===== src/pkg/sps_pkg.sv =====
`default_nettype none
package sps_pkg;
  // Word and bit framing
  localparam int WORD_W = 16;
  localparam int CNT_W = 4;
  localparam logic [3:0] LAST_BIT = 4'hF;
  localparam logic [3:0] HALF_WORD = 4'h8;
  // Reference multiplier: bit ticks per reference rising edge
  localparam logic [4:0] REF_MULT = 5'h10;
  // Transmit FIFO layout
  localparam int FIFO_DEPTH = 8;
  localparam int FIFO_AW = 3;
  localparam logic [3:0] FIFO_FULL = 4'h8;
  localparam logic [3:0] FIFO_HALF = 4'h4;
  localparam logic [2:0] FIFO_WR_START = 3'h4;
  localparam logic [2:0] FIFO_RD_START = 3'h0;
  // Automatic clear after an error, bounded by the limit
  localparam int CLR_LIMIT_CYC = 9;
  localparam logic [3:0] CLR_CYC = 4'(CLR_LIMIT_CYC - 1);
  // Serial idle pattern while the FIFO is held
  localparam logic [15:0] IDLE_PATTERN = 16'hAAAA;
  // Receive output buffer
  localparam int BUF_DEPTH = 2;
  localparam logic [1:0] BUF_FULL = 2'h2;

  typedef enum logic {FS_RUN, FS_CLEAR} sps_fifo_st_t;

  function automatic logic sps_last_bit(input logic [3:0] cnt);
    return cnt == LAST_BIT;
  endfunction
endpackage
`default_nettype wire


===== src/pkg/sps_stream_if.sv =====
`timescale 1ns/1ns
`default_nettype none
interface sps_stream_if;
  logic valid;
  logic ready;
  logic [sps_pkg::WORD_W-1:0] data;
  modport src (output valid, output data, input ready);
  modport snk (input valid, input data, output ready);
endinterface
`default_nettype wire


===== src/logic/sps_ctrl.sv =====
// Operation
// (RULE1) Capture tx word on each tx word clock rising edge into input register.
// (RULE2) Transmit word bit 15 is sent first on the serial line.
// (RULE3) Transmit word clock output is transmit bit clock divided by sixteen.
// (RULE4) Upstream uses the word clock output and presents data with its input clock.
// (RULE5) Receive word changes only after the receive word clock falling edge.
// (RULE6) Receive word bit 15 holds the earliest received bit.
// (RULE7) Receive word clock is the recovered bit clock divided by sixteen.
// (RULE8) Reference times both PLLs and the transmit parallel interface.
// (RULE9) Line fault low when signal detect low or receive VCO out of range.
// (RULE10) Reset clears all logic except the transmit FIFO.
// (RULE11) Lock-to-reference low makes receive PLL follow the reference.
// (RULE12) Signal detect low also makes receive PLL follow the reference.
// (RULE13) FIFO under or overflow raises error and clears within nine cycles.
// (RULE14) FIFO reset input low sets pointers at maximum separation.
// (RULE15) FIFO reset is applied automatically at power-up.
// (RULE16) Serial output is 1010 pattern while the FIFO is held.
// (RULE17) Standby low disables all logic and the line driver.
// (RULE18) Loop timing selects recovered clock, else reference times sixteen.
// (RULE19) FIFO absorbs phase between word input clock and character clock.
// (RULE20) Overflow on write into full FIFO, underflow on read of empty one.
`timescale 1ns/1ns
`default_nettype none
module sps_ctrl (
  // Clock and reset
  input wire logic core_clk_in,
  input wire logic resetn_in,
  // Reference and mode control
  input wire logic reference_clock_in,
  input wire logic loop_timing_sel_in,
  input wire logic lock_to_reference_n_in,
  input wire logic signal_detect_in,
  input wire logic rx_vco_in_range_in,
  input wire logic standby_n_in,
  input wire logic tx_buffer_reset_n_in,
  // Transmit parallel side
  input wire logic tx_word_clk_in,
  input wire logic [sps_pkg::WORD_W-1:0] tx_word_in,
  output logic tx_word_clk_out,
  output logic tx_buffer_error_out,
  // Transmit serial side
  output logic tx_serial_out,
  output logic tx_serial_en_out,
  // Receive serial side
  input wire logic rx_serial_in,
  input wire logic rx_bit_tick_in,
  // Receive parallel side and status
  output logic rx_word_clk_out,
  output logic [sps_pkg::WORD_W-1:0] rx_word_out,
  output logic rx_overrun_out,
  output logic line_fault_n_out
);
  import sps_pkg::*;

  logic run;
  logic ref_tick;
  logic rx_lock_ref;
  logic rx_tick;
  logic tx_tick;

  // Reference multiplier
  logic ref_prev_reg;
  logic ref_prev_next;
  logic [4:0] ref_burst_reg;
  logic [4:0] ref_burst_next;

  // Transmit input register
  logic twc_prev_reg;
  logic twc_prev_next;
  logic [WORD_W-1:0] tx_in_reg;
  logic [WORD_W-1:0] tx_in_next;
  logic tx_in_vld_reg;
  logic tx_in_vld_next;

  // Transmit FIFO
  logic [WORD_W-1:0] fifo_mem [FIFO_DEPTH];
  logic [FIFO_AW-1:0] wr_ptr_reg;
  logic [FIFO_AW-1:0] wr_ptr_next;
  logic [FIFO_AW-1:0] rd_ptr_reg;
  logic [FIFO_AW-1:0] rd_ptr_next;
  logic [3:0] fill_reg;
  logic [3:0] fill_next;
  sps_fifo_st_t fst_reg;
  sps_fifo_st_t fst_next;
  logic [3:0] clr_cnt_reg;
  logic [3:0] clr_cnt_next;
  logic err_reg;
  logic err_next;
  // Power-up value only; never touched by resetn_in
  logic por_done_reg = 1'b0;
  logic pin_hold;
  logic fifo_hold;
  logic fifo_wr;
  logic fifo_rd;
  logic fifo_ovf;
  logic fifo_unf;
  logic mem_we;

  // Serializer
  logic [3:0] tx_cnt_reg;
  logic [3:0] tx_cnt_next;
  logic [WORD_W-1:0] tx_sh_reg;
  logic [WORD_W-1:0] tx_sh_next;
  logic tx_wclk_reg;
  logic tx_wclk_next;
  logic tx_en_reg;
  logic tx_en_next;

  // Deserializer
  logic [3:0] rx_cnt_reg;
  logic [3:0] rx_cnt_next;
  logic [WORD_W-1:0] rx_sh_reg;
  logic [WORD_W-1:0] rx_sh_next;
  logic rx_wclk_reg;
  logic rx_wclk_next;
  logic [WORD_W-1:0] rx_out_reg;
  logic [WORD_W-1:0] rx_out_next;
  logic ovr_reg;
  logic ovr_next;
  logic lfi_reg;
  logic lfi_next;

  sps_stream_if rx_in_if ();
  sps_stream_if rx_out_if ();

  // Standby behaves as a held reset for everything but the FIFO, which pin_hold holds instead
  assign run = resetn_in && standby_n_in; // [RULE10] [RULE17]

  // Clock selection
  always_comb begin
    ref_tick = ref_burst_reg != 5'h00;
    rx_lock_ref = !lock_to_reference_n_in || !signal_detect_in; // [RULE11] [RULE12]
    rx_tick = rx_lock_ref ? ref_tick : rx_bit_tick_in; // [RULE8]
    tx_tick = loop_timing_sel_in ? rx_tick : ref_tick; // [RULE18]
  end

  // Sixteen bit ticks per reference edge stand in for the PLL multiplier
  always_comb begin
    ref_prev_next = reference_clock_in;
    ref_burst_next = ref_burst_reg;
    if (ref_burst_reg != 5'h00) begin
      ref_burst_next = ref_burst_reg - 5'h01;
    end
    if (reference_clock_in && !ref_prev_reg) begin
      ref_burst_next = REF_MULT; // [RULE18] [RULE8]
    end
    if (!run) begin
      ref_prev_next = 1'b0;
      ref_burst_next = 5'h00;
    end
  end

  always_ff @(posedge core_clk_in) begin
    ref_prev_reg <= ref_prev_next;
    ref_burst_reg <= ref_burst_next;
  end

  // Input register
  always_comb begin
    twc_prev_next = tx_word_clk_in;
    tx_in_next = tx_in_reg;
    tx_in_vld_next = tx_word_clk_in && !twc_prev_reg;
    if (tx_word_clk_in && !twc_prev_reg) begin
      tx_in_next = tx_word_in; // [RULE1]
    end
    if (!run) begin
      twc_prev_next = 1'b0;
      tx_in_next = '0;
      tx_in_vld_next = 1'b0;
    end
  end

  always_ff @(posedge core_clk_in) begin
    twc_prev_reg <= twc_prev_next;
    tx_in_reg <= tx_in_next;
    tx_in_vld_reg <= tx_in_vld_next;
  end

  // Transmit FIFO: written from the input clock side, read per character
  always_comb begin
    pin_hold = !tx_buffer_reset_n_in || !por_done_reg || !standby_n_in; // [RULE14] [RULE15]
    fifo_hold = pin_hold || fst_reg == FS_CLEAR;
    fifo_wr = tx_in_vld_reg;
    fifo_rd = run && tx_tick && sps_last_bit(tx_cnt_reg); // [RULE19]
    fifo_unf = fifo_rd && fill_reg == 4'h0; // [RULE20]
    fifo_ovf = fifo_wr && !fifo_rd && fill_reg == FIFO_FULL; // [RULE20]
    mem_we = 1'b0;
    wr_ptr_next = wr_ptr_reg;
    rd_ptr_next = rd_ptr_reg;
    fill_next = fill_reg;
    fst_next = fst_reg;
    clr_cnt_next = clr_cnt_reg;
    err_next = err_reg;
    if (pin_hold) begin
      wr_ptr_next = FIFO_WR_START; // [RULE14]
      rd_ptr_next = FIFO_RD_START;
      fill_next = FIFO_HALF;
      fst_next = FS_RUN;
      clr_cnt_next = 4'h0;
      err_next = 1'b0;
    end else begin
      case (fst_reg)
        FS_RUN: begin
          if (fifo_ovf || fifo_unf) begin
            fst_next = FS_CLEAR; // [RULE13]
            clr_cnt_next = CLR_CYC;
            err_next = 1'b1;
          end else begin
            mem_we = fifo_wr;
            if (fifo_wr) begin
              wr_ptr_next = wr_ptr_reg + 3'h1;
            end
            if (fifo_rd) begin
              rd_ptr_next = rd_ptr_reg + 3'h1;
            end
            if (fifo_wr && !fifo_rd) begin
              fill_next = fill_reg + 4'h1;
            end else if (fifo_rd && !fifo_wr) begin
              fill_next = fill_reg - 4'h1;
            end
          end
        end
        FS_CLEAR: begin
          wr_ptr_next = FIFO_WR_START; // [RULE13]
          rd_ptr_next = FIFO_RD_START;
          fill_next = FIFO_HALF;
          clr_cnt_next = clr_cnt_reg - 4'h1;
          if (clr_cnt_reg == 4'h1) begin
            fst_next = FS_RUN;
            err_next = 1'b0;
          end
        end
        default: begin
          fst_next = FS_RUN;
        end
      endcase
    end
  end

  // Not reset by resetn_in: only the FIFO reset pin, standby, power-up and the error clear recentre it
  always_ff @(posedge core_clk_in) begin
    por_done_reg <= 1'b1; // [RULE15]
    wr_ptr_reg <= wr_ptr_next; // [RULE10]
    rd_ptr_reg <= rd_ptr_next;
    fill_reg <= fill_next;
    fst_reg <= fst_next;
    clr_cnt_reg <= clr_cnt_next;
    err_reg <= err_next;
  end

  always_ff @(posedge core_clk_in) begin
    if (mem_we) begin
      fifo_mem[wr_ptr_reg] <= tx_in_reg;
    end
  end

  // Serializer: MSB leaves first, new word at the character boundary
  always_comb begin
    tx_cnt_next = tx_cnt_reg;
    tx_sh_next = tx_sh_reg;
    tx_en_next = 1'b1;
    if (tx_tick) begin
      tx_cnt_next = tx_cnt_reg + 4'h1; // [RULE3]
      if (sps_last_bit(tx_cnt_reg)) begin
        if (fifo_hold || fifo_unf) begin
          tx_sh_next = IDLE_PATTERN; // [RULE16]
        end else begin
          tx_sh_next = fifo_mem[rd_ptr_reg];
        end
      end else begin
        tx_sh_next = {tx_sh_reg[WORD_W-2:0], 1'b0}; // [RULE2]
      end
    end
    tx_wclk_next = tx_cnt_next < HALF_WORD; // [RULE3]
    if (!run) begin
      tx_cnt_next = 4'h0;
      tx_sh_next = IDLE_PATTERN;
      tx_wclk_next = 1'b0;
      tx_en_next = 1'b0; // [RULE17]
    end
  end

  always_ff @(posedge core_clk_in) begin
    tx_cnt_reg <= tx_cnt_next;
    tx_sh_reg <= tx_sh_next;
    tx_wclk_reg <= tx_wclk_next;
    tx_en_reg <= tx_en_next;
  end

  // Deserializer: first bit ends up in bit 15
  always_comb begin
    rx_cnt_next = rx_cnt_reg;
    rx_sh_next = rx_sh_reg;
    rx_out_next = rx_out_reg;
    rx_in_if.valid = 1'b0;
    rx_in_if.data = {rx_sh_reg[WORD_W-2:0], rx_serial_in}; // [RULE6]
    rx_out_if.ready = rx_tick && rx_cnt_reg == HALF_WORD - 4'h1; // [RULE5]
    if (rx_tick) begin
      rx_cnt_next = rx_cnt_reg + 4'h1; // [RULE7]
      rx_sh_next = {rx_sh_reg[WORD_W-2:0], rx_serial_in};
      rx_in_if.valid = run && sps_last_bit(rx_cnt_reg);
    end
    if (rx_out_if.valid && rx_out_if.ready) begin
      rx_out_next = rx_out_if.data; // [RULE5]
    end
    rx_wclk_next = rx_cnt_next < HALF_WORD; // [RULE7]
    // Serial line cannot stall, so a refused word is counted as overrun
    ovr_next = ovr_reg || (rx_in_if.valid && !rx_in_if.ready);
    lfi_next = signal_detect_in && rx_vco_in_range_in; // [RULE9]
    if (!run) begin
      rx_cnt_next = 4'h0;
      rx_sh_next = '0;
      rx_out_next = '0;
      rx_wclk_next = 1'b0;
      ovr_next = 1'b0;
      lfi_next = 1'b0;
    end
  end

  always_ff @(posedge core_clk_in) begin
    rx_cnt_reg <= rx_cnt_next;
    rx_sh_reg <= rx_sh_next;
    rx_wclk_reg <= rx_wclk_next;
    rx_out_reg <= rx_out_next;
    ovr_reg <= ovr_next;
    lfi_reg <= lfi_next;
  end

  sps_word_buf u_rx_buf (
    .clk_in(core_clk_in),
    .resetn_in(run),
    .up(rx_in_if.snk),
    .dn(rx_out_if.src)
  );

  assign tx_word_clk_out = tx_wclk_reg;
  assign tx_buffer_error_out = err_reg;
  assign tx_serial_out = tx_sh_reg[WORD_W-1];
  assign tx_serial_en_out = tx_en_reg;
  assign rx_word_clk_out = rx_wclk_reg;
  assign rx_word_out = rx_out_reg;
  assign rx_overrun_out = ovr_reg;
  assign line_fault_n_out = lfi_reg;
endmodule // sps_ctrl
`default_nettype wire


===== src/logic/sps_word_buf.sv =====
`timescale 1ns/1ns
`default_nettype none
module sps_word_buf (
  // Clock and reset
  input wire logic clk_in,
  input wire logic resetn_in,
  // Streams
  sps_stream_if.snk up,
  sps_stream_if.src dn
);
  import sps_pkg::*;

  logic [WORD_W-1:0] ent_reg [BUF_DEPTH];
  logic wp_reg;
  logic wp_next;
  logic rp_reg;
  logic rp_next;
  logic [1:0] cnt_reg;
  logic [1:0] cnt_next;
  logic push;
  logic pop;

  assign up.ready = cnt_reg != BUF_FULL;
  assign dn.valid = cnt_reg != 2'h0;
  assign dn.data = ent_reg[rp_reg];

  always_comb begin
    push = up.valid && up.ready;
    pop = dn.valid && dn.ready;
    wp_next = push ? ~wp_reg : wp_reg;
    rp_next = pop ? ~rp_reg : rp_reg;
    cnt_next = cnt_reg;
    if (push && !pop) begin
      cnt_next = cnt_reg + 2'h1;
    end else if (pop && !push) begin
      cnt_next = cnt_reg - 2'h1;
    end
    if (!resetn_in) begin
      wp_next = 1'b0;
      rp_next = 1'b0;
      cnt_next = 2'h0;
    end
  end

  always_ff @(posedge clk_in) begin
    wp_reg <= wp_next;
    rp_reg <= rp_next;
    cnt_reg <= cnt_next;
  end

  // Storage needs no reset; the count guards it
  always_ff @(posedge clk_in) begin
    if (push) begin
      ent_reg[wp_reg] <= up.data;
    end
  end
endmodule // sps_word_buf
`default_nettype wire


===== config.mk =====
export PLATFORM = sky130hd
export DESIGN_NAME = sps_ctrl
export DESIGN_NICKNAME = d
export VERILOG_FILES = /design/src/pkg/sps_pkg.sv /design/src/pkg/sps_stream_if.sv /design/src/logic/sps_ctrl.sv /design/src/logic/sps_word_buf.sv
export SDC_FILE = /design/constraint.sdc
export NUM_CORES = 1
export LEC_CHECK = 0
export ABC_AREA = 1
export BUFFER_PORTS_ARGS = -buffer_cell sky130_fd_sc_hd__buf_2
export CORE_MARGIN = 2
export CORE_UTILIZATION = 57
export CTS_BUF_LIST = sky130_fd_sc_hd__clkbuf_8
export CTS_CLUSTER_DIAMETER = 80
export CTS_CLUSTER_SIZE = 40
export DETAILED_ROUTE_END_ITERATION = 7
export MAX_ROUTING_LAYER = met4
export PLACE_DENSITY = 0.78
export REMOVE_ABC_BUFFERS = 1
export SLEW_MARGIN = 25
export SYNTH_ARGS = -nofsm -noshare
export SYNTH_HDL_FRONTEND = slang
export SYNTH_SLANG_ARGS = --single-unit

===== constraint.sdc =====
create_clock -name core_clk_in -period 3.42 [get_ports core_clk_in]
set_clock_uncertainty 0.2 [all_clocks]
set_input_delay 0.171 -clock core_clk_in [delete_from_list [all_inputs] [get_ports core_clk_in]]
set_output_delay 0.171 -clock core_clk_in [all_outputs]
set_load 0.1 [all_outputs]

==> results.py <==
metrics = {
    "placed_design": {
        "dp_cells": 1224,
        "place.port_buffers": 50,
        "place_area_um2": 10900,
        "place_worst_setup_slack_ns": 0.601,
        "detailedPlacementHpwl_mm": 12.8,
        "place.gp.congestion": 0.860,
    },
    "routing": {
        "drtIter0Drc": 627,
        "dr_total_vias": 7068,
        "drcViolationCount": 0,
        "route.antenna.remaining_nets": 0,
        "drt_pre_antenna_iters": 5,
        "route.final.wire_length_mm": 20.8,
        "routed_via_density": 5.55,
        "drt-wirelength-per-cell_um": 16.4,
    },
    "power": {
        "power_per_cell_area_nw_per_um2": 452,
        "p_total_mw": 5.16,
        "power_report.internal_total_mw": 3.96,
        "peakVddDrop_uv": 384,
        "power.share.sequential_pct": 67.6,
        "p_sw_share_pct": 23.2,
        "net-switching-power_mw": 1.20,
        "combinational_fraction_of_design_power_pct": 5.1,
        "static-leakage-power_nw": 4.32,
        "pwr-share-clk_pct": 27.3,
    },
    "timing": {
        "setup_viol": 0,
        "worst_hold_slack_ns": 0.102,
        "worst_slew_margin_rel_pct": 49.2,
        "timing.final.ws_setup_ns": 0.593,
        "maxClockFrequency_mhz": 354,
        "final.setup.tns_ns": 0,
        "timing_worst_slew_pin_value_ns": 0.757,
        "hold_viol": 0,
        "rsz0062_at_grt": "false",
        "fin_crit_sh_pct": 82.6,
        "total_count_of_max_transition_violations_in_the_final_report": 0,
        "finalWorstPathRequiredPeriod_ns": 2.83,
    },
    "yosys": {
        "yosysTopAreaCellShare_pct": 46.2,
        "synth_sequential_area_ratio_pct": 66.9,
        "post-synth-top-area-cell": "sky130_fd_sc_hd__edfxtp_1",
        "post_synth_num_cell_types": 43,
        "yosys_register_bits": 267,
        "synthesis.yosys.warnings": 0,
        "post_synth_most_frequent_cells": "sky130_fd_sc_hd__edfxtp_1, sky130_fd_sc_hd__nand2_1, sky130_fd_sc_hd__nor2_1, sky130_fd_sc_hd__o21ai_0, sky130_fd_sc_hd__dfxtp_1",
        "post_synthesis_cell_area_um2": 10400,
        "proportion_of_register_bits_with_asynchronous_set_or_reset_after_synthesis_pct": 0,
        "synth_area_leaders": "sky130_fd_sc_hd__edfxtp_1, sky130_fd_sc_hd__dfxtp_1, sky130_fd_sc_hd__nand2_1",
        "synth-edff-count": 160,
        "most_common_flop_cell_mapped_by_yosys": "sky130_fd_sc_hd__edfxtp_1",
        "synth_cells": 971,
        "avgSynthCellArea_um2": 10.7,
    },
    "floorplan": {
        "die_area_um2": 19300,
        "standard_cell_core_area_um2": 17900,
        "boundaryPins": 51,
        "chipWidth_um": 139,
        "row_count": 49,
        "fp.dieH_um": 139,
        "start_util_pct": 58.0,
    },
    "final_layout": {
        "fraction_of_layout_cells_with_a_size_suffix_above_1_pct": 12.2,
        "largest_register_ff_count": 128,
        "antennaDiodeCount": 0,
        "finalInstanceArea_um2": 11400,
        "final_util_pct": 63.8,
        "layoutNonFillerInstCount": 1273,
        "syn2layout_area_growth_pct": 9.96,
        "final_net_count": 1078,
    },
    "worst_setup_path": {
        "ff2ff_setup_slack_ns": 0.59,
        "worst_r2r_endpoint": "u_rx_buf.cnt_reg[1]$_SDFFE_PP0P_",
        "number_of_cell_instances_on_the_worst_register_to_register_path": 16,
        "crit_path_start_kind": "register",
        "worstSetupPathType": "register to register",
        "crit_path_max_fanout": 20,
        "crit_end_element": "register",
        "critPathArrivalTime_ns": 3.10,
        "crit-reg2reg-launch": "ref_burst_reg[0]$_SDFFE_PP0N_",
        "worst-endpoint-required_ns": 3.69,
    },
    "job": {
        "maxCapViolCount": 0,
    },
    "clock_tree": {
        "tritoncts": "yes",
        "cts-root-buf": "sky130_fd_sc_hd__clkbuf_8",
        "clkTransAtPathRegs_ns": 0.20,
        "clockBufferDepth": 3,
        "cts_htree_levels": 1,
        "tritoncts_num_sinks": 267,
        "worstSkewPairLatency_ns": 0.55,
        "tritoncts.num_buffers": 13,
    },
    "grt": {
        "maximum_number_of_pins_on_one_net_before_global_route_repair": 65,
        "grt_pass1_vias": 6714,
        "initial_antenna_violation_count": 0,
        "globalRouteTotalUtil_pct": 22.5,
        "globalRoute.totalOverflow": 0,
        "grt_first_pass_wirelength_mm": 34.3,
    },
    "hold_path": {
        "whs_path_depth": 6,
        "destination_of_the_worst_hold_path": "tx_cnt_reg[1]$_SDFFE_PP0N_",
        "min_from": "lock_to_reference_n_in",
        "hp-class": "input pin to register",
    },
    "outcome": {
        "status": "finished clean",
    },
}
[area by class of cell]
| class | count | area, um^2 |
|---|---|---|
| Sequential cell | 267 | 6950 |
| Timing Repair Buffer | 97 | 673 |
| Inverter | 54 | 204 |
| Tap cell | 229 | 287 |
| Multi-Input combinational cell | 605 | 3040 |
| Fill cell | 1389 | 6480 |
| Clock buffer | 14 | 193 |
| Clock inverter | 7 | 80.1 |
[power groups by stage]
stage / logic [mW] / clock network (mW) / registers [mW]
global route: 0.297 / 1.55 / 3.50
detailed placement: 0.239 / 0 / 3.56
floorplan: 0.150 / 0 / 3.57
global placement: 0.232 / 0 / 3.56
finish: 0.263 / 1.41 / 3.49
CTS: 0.264 / 1.43 / 3.49
[cell families (layout without fill, tap and decap cells)]
kind of cell    count (synthesis)  in the layout  share of synthesized area, %
simple gates                  368            368                          15.5
buf+inv                        99            172                          3.94
fa+ha+maj                      12             12                          1.52
flops                         267            267                          66.9
xor+xnor                        7              7                         0.590
compound gates                218            218                          11.6
[worst max-delay path, cell delays in order, from the launching register on]
cell and delay [ns]:
sky130_fd_sc_hd__dfxtp_1 0.39, sky130_fd_sc_hd__inv_1 0.08, sky130_fd_sc_hd__ha_1 0.19, sky130_fd_sc_hd__inv_1 0.08
sky130_fd_sc_hd__nor2_2 0.05, sky130_fd_sc_hd__nand3_2 0.08, sky130_fd_sc_hd__nand2_2 0.18, sky130_fd_sc_hd__inv_2 0.32
sky130_fd_sc_hd__nand3_4 0.14, sky130_fd_sc_hd__nor3_2 0.16, sky130_fd_sc_hd__o21ai_1 0.12, sky130_fd_sc_hd__inv_1 0.09
sky130_fd_sc_hd__ha_1 0.25, sky130_fd_sc_hd__a21oi_1 0.12, sky130_fd_sc_hd__o21ai_0 0.11, sky130_fd_sc_hd__o21ai_0 0.15
sky130_fd_sc_hd__a21oi_1 0.05
[layer usage]
| metal | up-vias | global-route usage [%] | share of wire, % |
|---|---|---|---|
| met5 | - | - | 0 |
| met4 | 0 | 6.27 | 2.6 |
| met3 | 33 | 3.18 | 5.4 |
| met2 | 197 | 35.5 | 47 |
| met1 | 3354 | 31.0 | 45 |
| li1 | 3484 | - | - |
[layout by cell type (no fill, tap or decap), types with 4 or more instances in the layout]
master / count
sky130_fd_sc_hd__inv_2: 8
sky130_fd_sc_hd__a21oi_1: 49
sky130_fd_sc_hd__clkbuf_8: 14
sky130_fd_sc_hd__nor2_1: 135
sky130_fd_sc_hd__nand2_1: 160
sky130_fd_sc_hd__nand2_2: 5
sky130_fd_sc_hd__o211ai_1: 9
sky130_fd_sc_hd__o21ai_0: 108
sky130_fd_sc_hd__buf_2: 50
sky130_fd_sc_hd__a31oi_1: 18
sky130_fd_sc_hd__buf_4: 19
sky130_fd_sc_hd__dfxtp_1: 106
sky130_fd_sc_hd__a32o_1: 5
sky130_fd_sc_hd__nand3_1: 38
sky130_fd_sc_hd__ha_1: 11
sky130_fd_sc_hd__inv_1: 45
sky130_fd_sc_hd__a221oi_1: 4
sky130_fd_sc_hd__edfxtp_1: 160
sky130_fd_sc_hd__o21ai_1: 6
sky130_fd_sc_hd__xor2_1: 5
sky130_fd_sc_hd__o22ai_1: 16
sky130_fd_sc_hd__dlygate4sd3_1: 28
sky130_fd_sc_hd__nand3_2: 6
[how the worst max path moves through the flow]
stage / startpoint / endpoint / slack [ns] / cells past startpoint
floorplan: ref_burst_reg[0]$_SDFFE_PP0N_ / fifo_mem[4][0]$_DFFE_PP_ / -0.13 / 11
global placement: ref_burst_reg[0]$_SDFFE_PP0N_ / u_rx_buf.cnt_reg[1]$_SDFFE_PP0P_ / 0.67 / 16
detailed placement: ref_burst_reg[0]$_SDFFE_PP0N_ / u_rx_buf.cnt_reg[1]$_SDFFE_PP0P_ / 0.60 / 16
CTS: ref_burst_reg[0]$_SDFFE_PP0N_ / u_rx_buf.cnt_reg[1]$_SDFFE_PP0P_ / 0.61 / 16
global route: ref_burst_reg[0]$_SDFFE_PP0N_ / u_rx_buf.cnt_reg[1]$_SDFFE_PP0P_ / 0.24 / 16
finish: ref_burst_reg[0]$_SDFFE_PP0N_ / u_rx_buf.cnt_reg[1]$_SDFFE_PP0P_ / 0.59 / 16
[what timing repair did]
action,4_1_cts,5_1_grt
hold endpoints to repair,40,0
hold buffers,28,0
resized for setup,0,0
buffers inserted,0,0
Power figures use the tool's default switching activity.
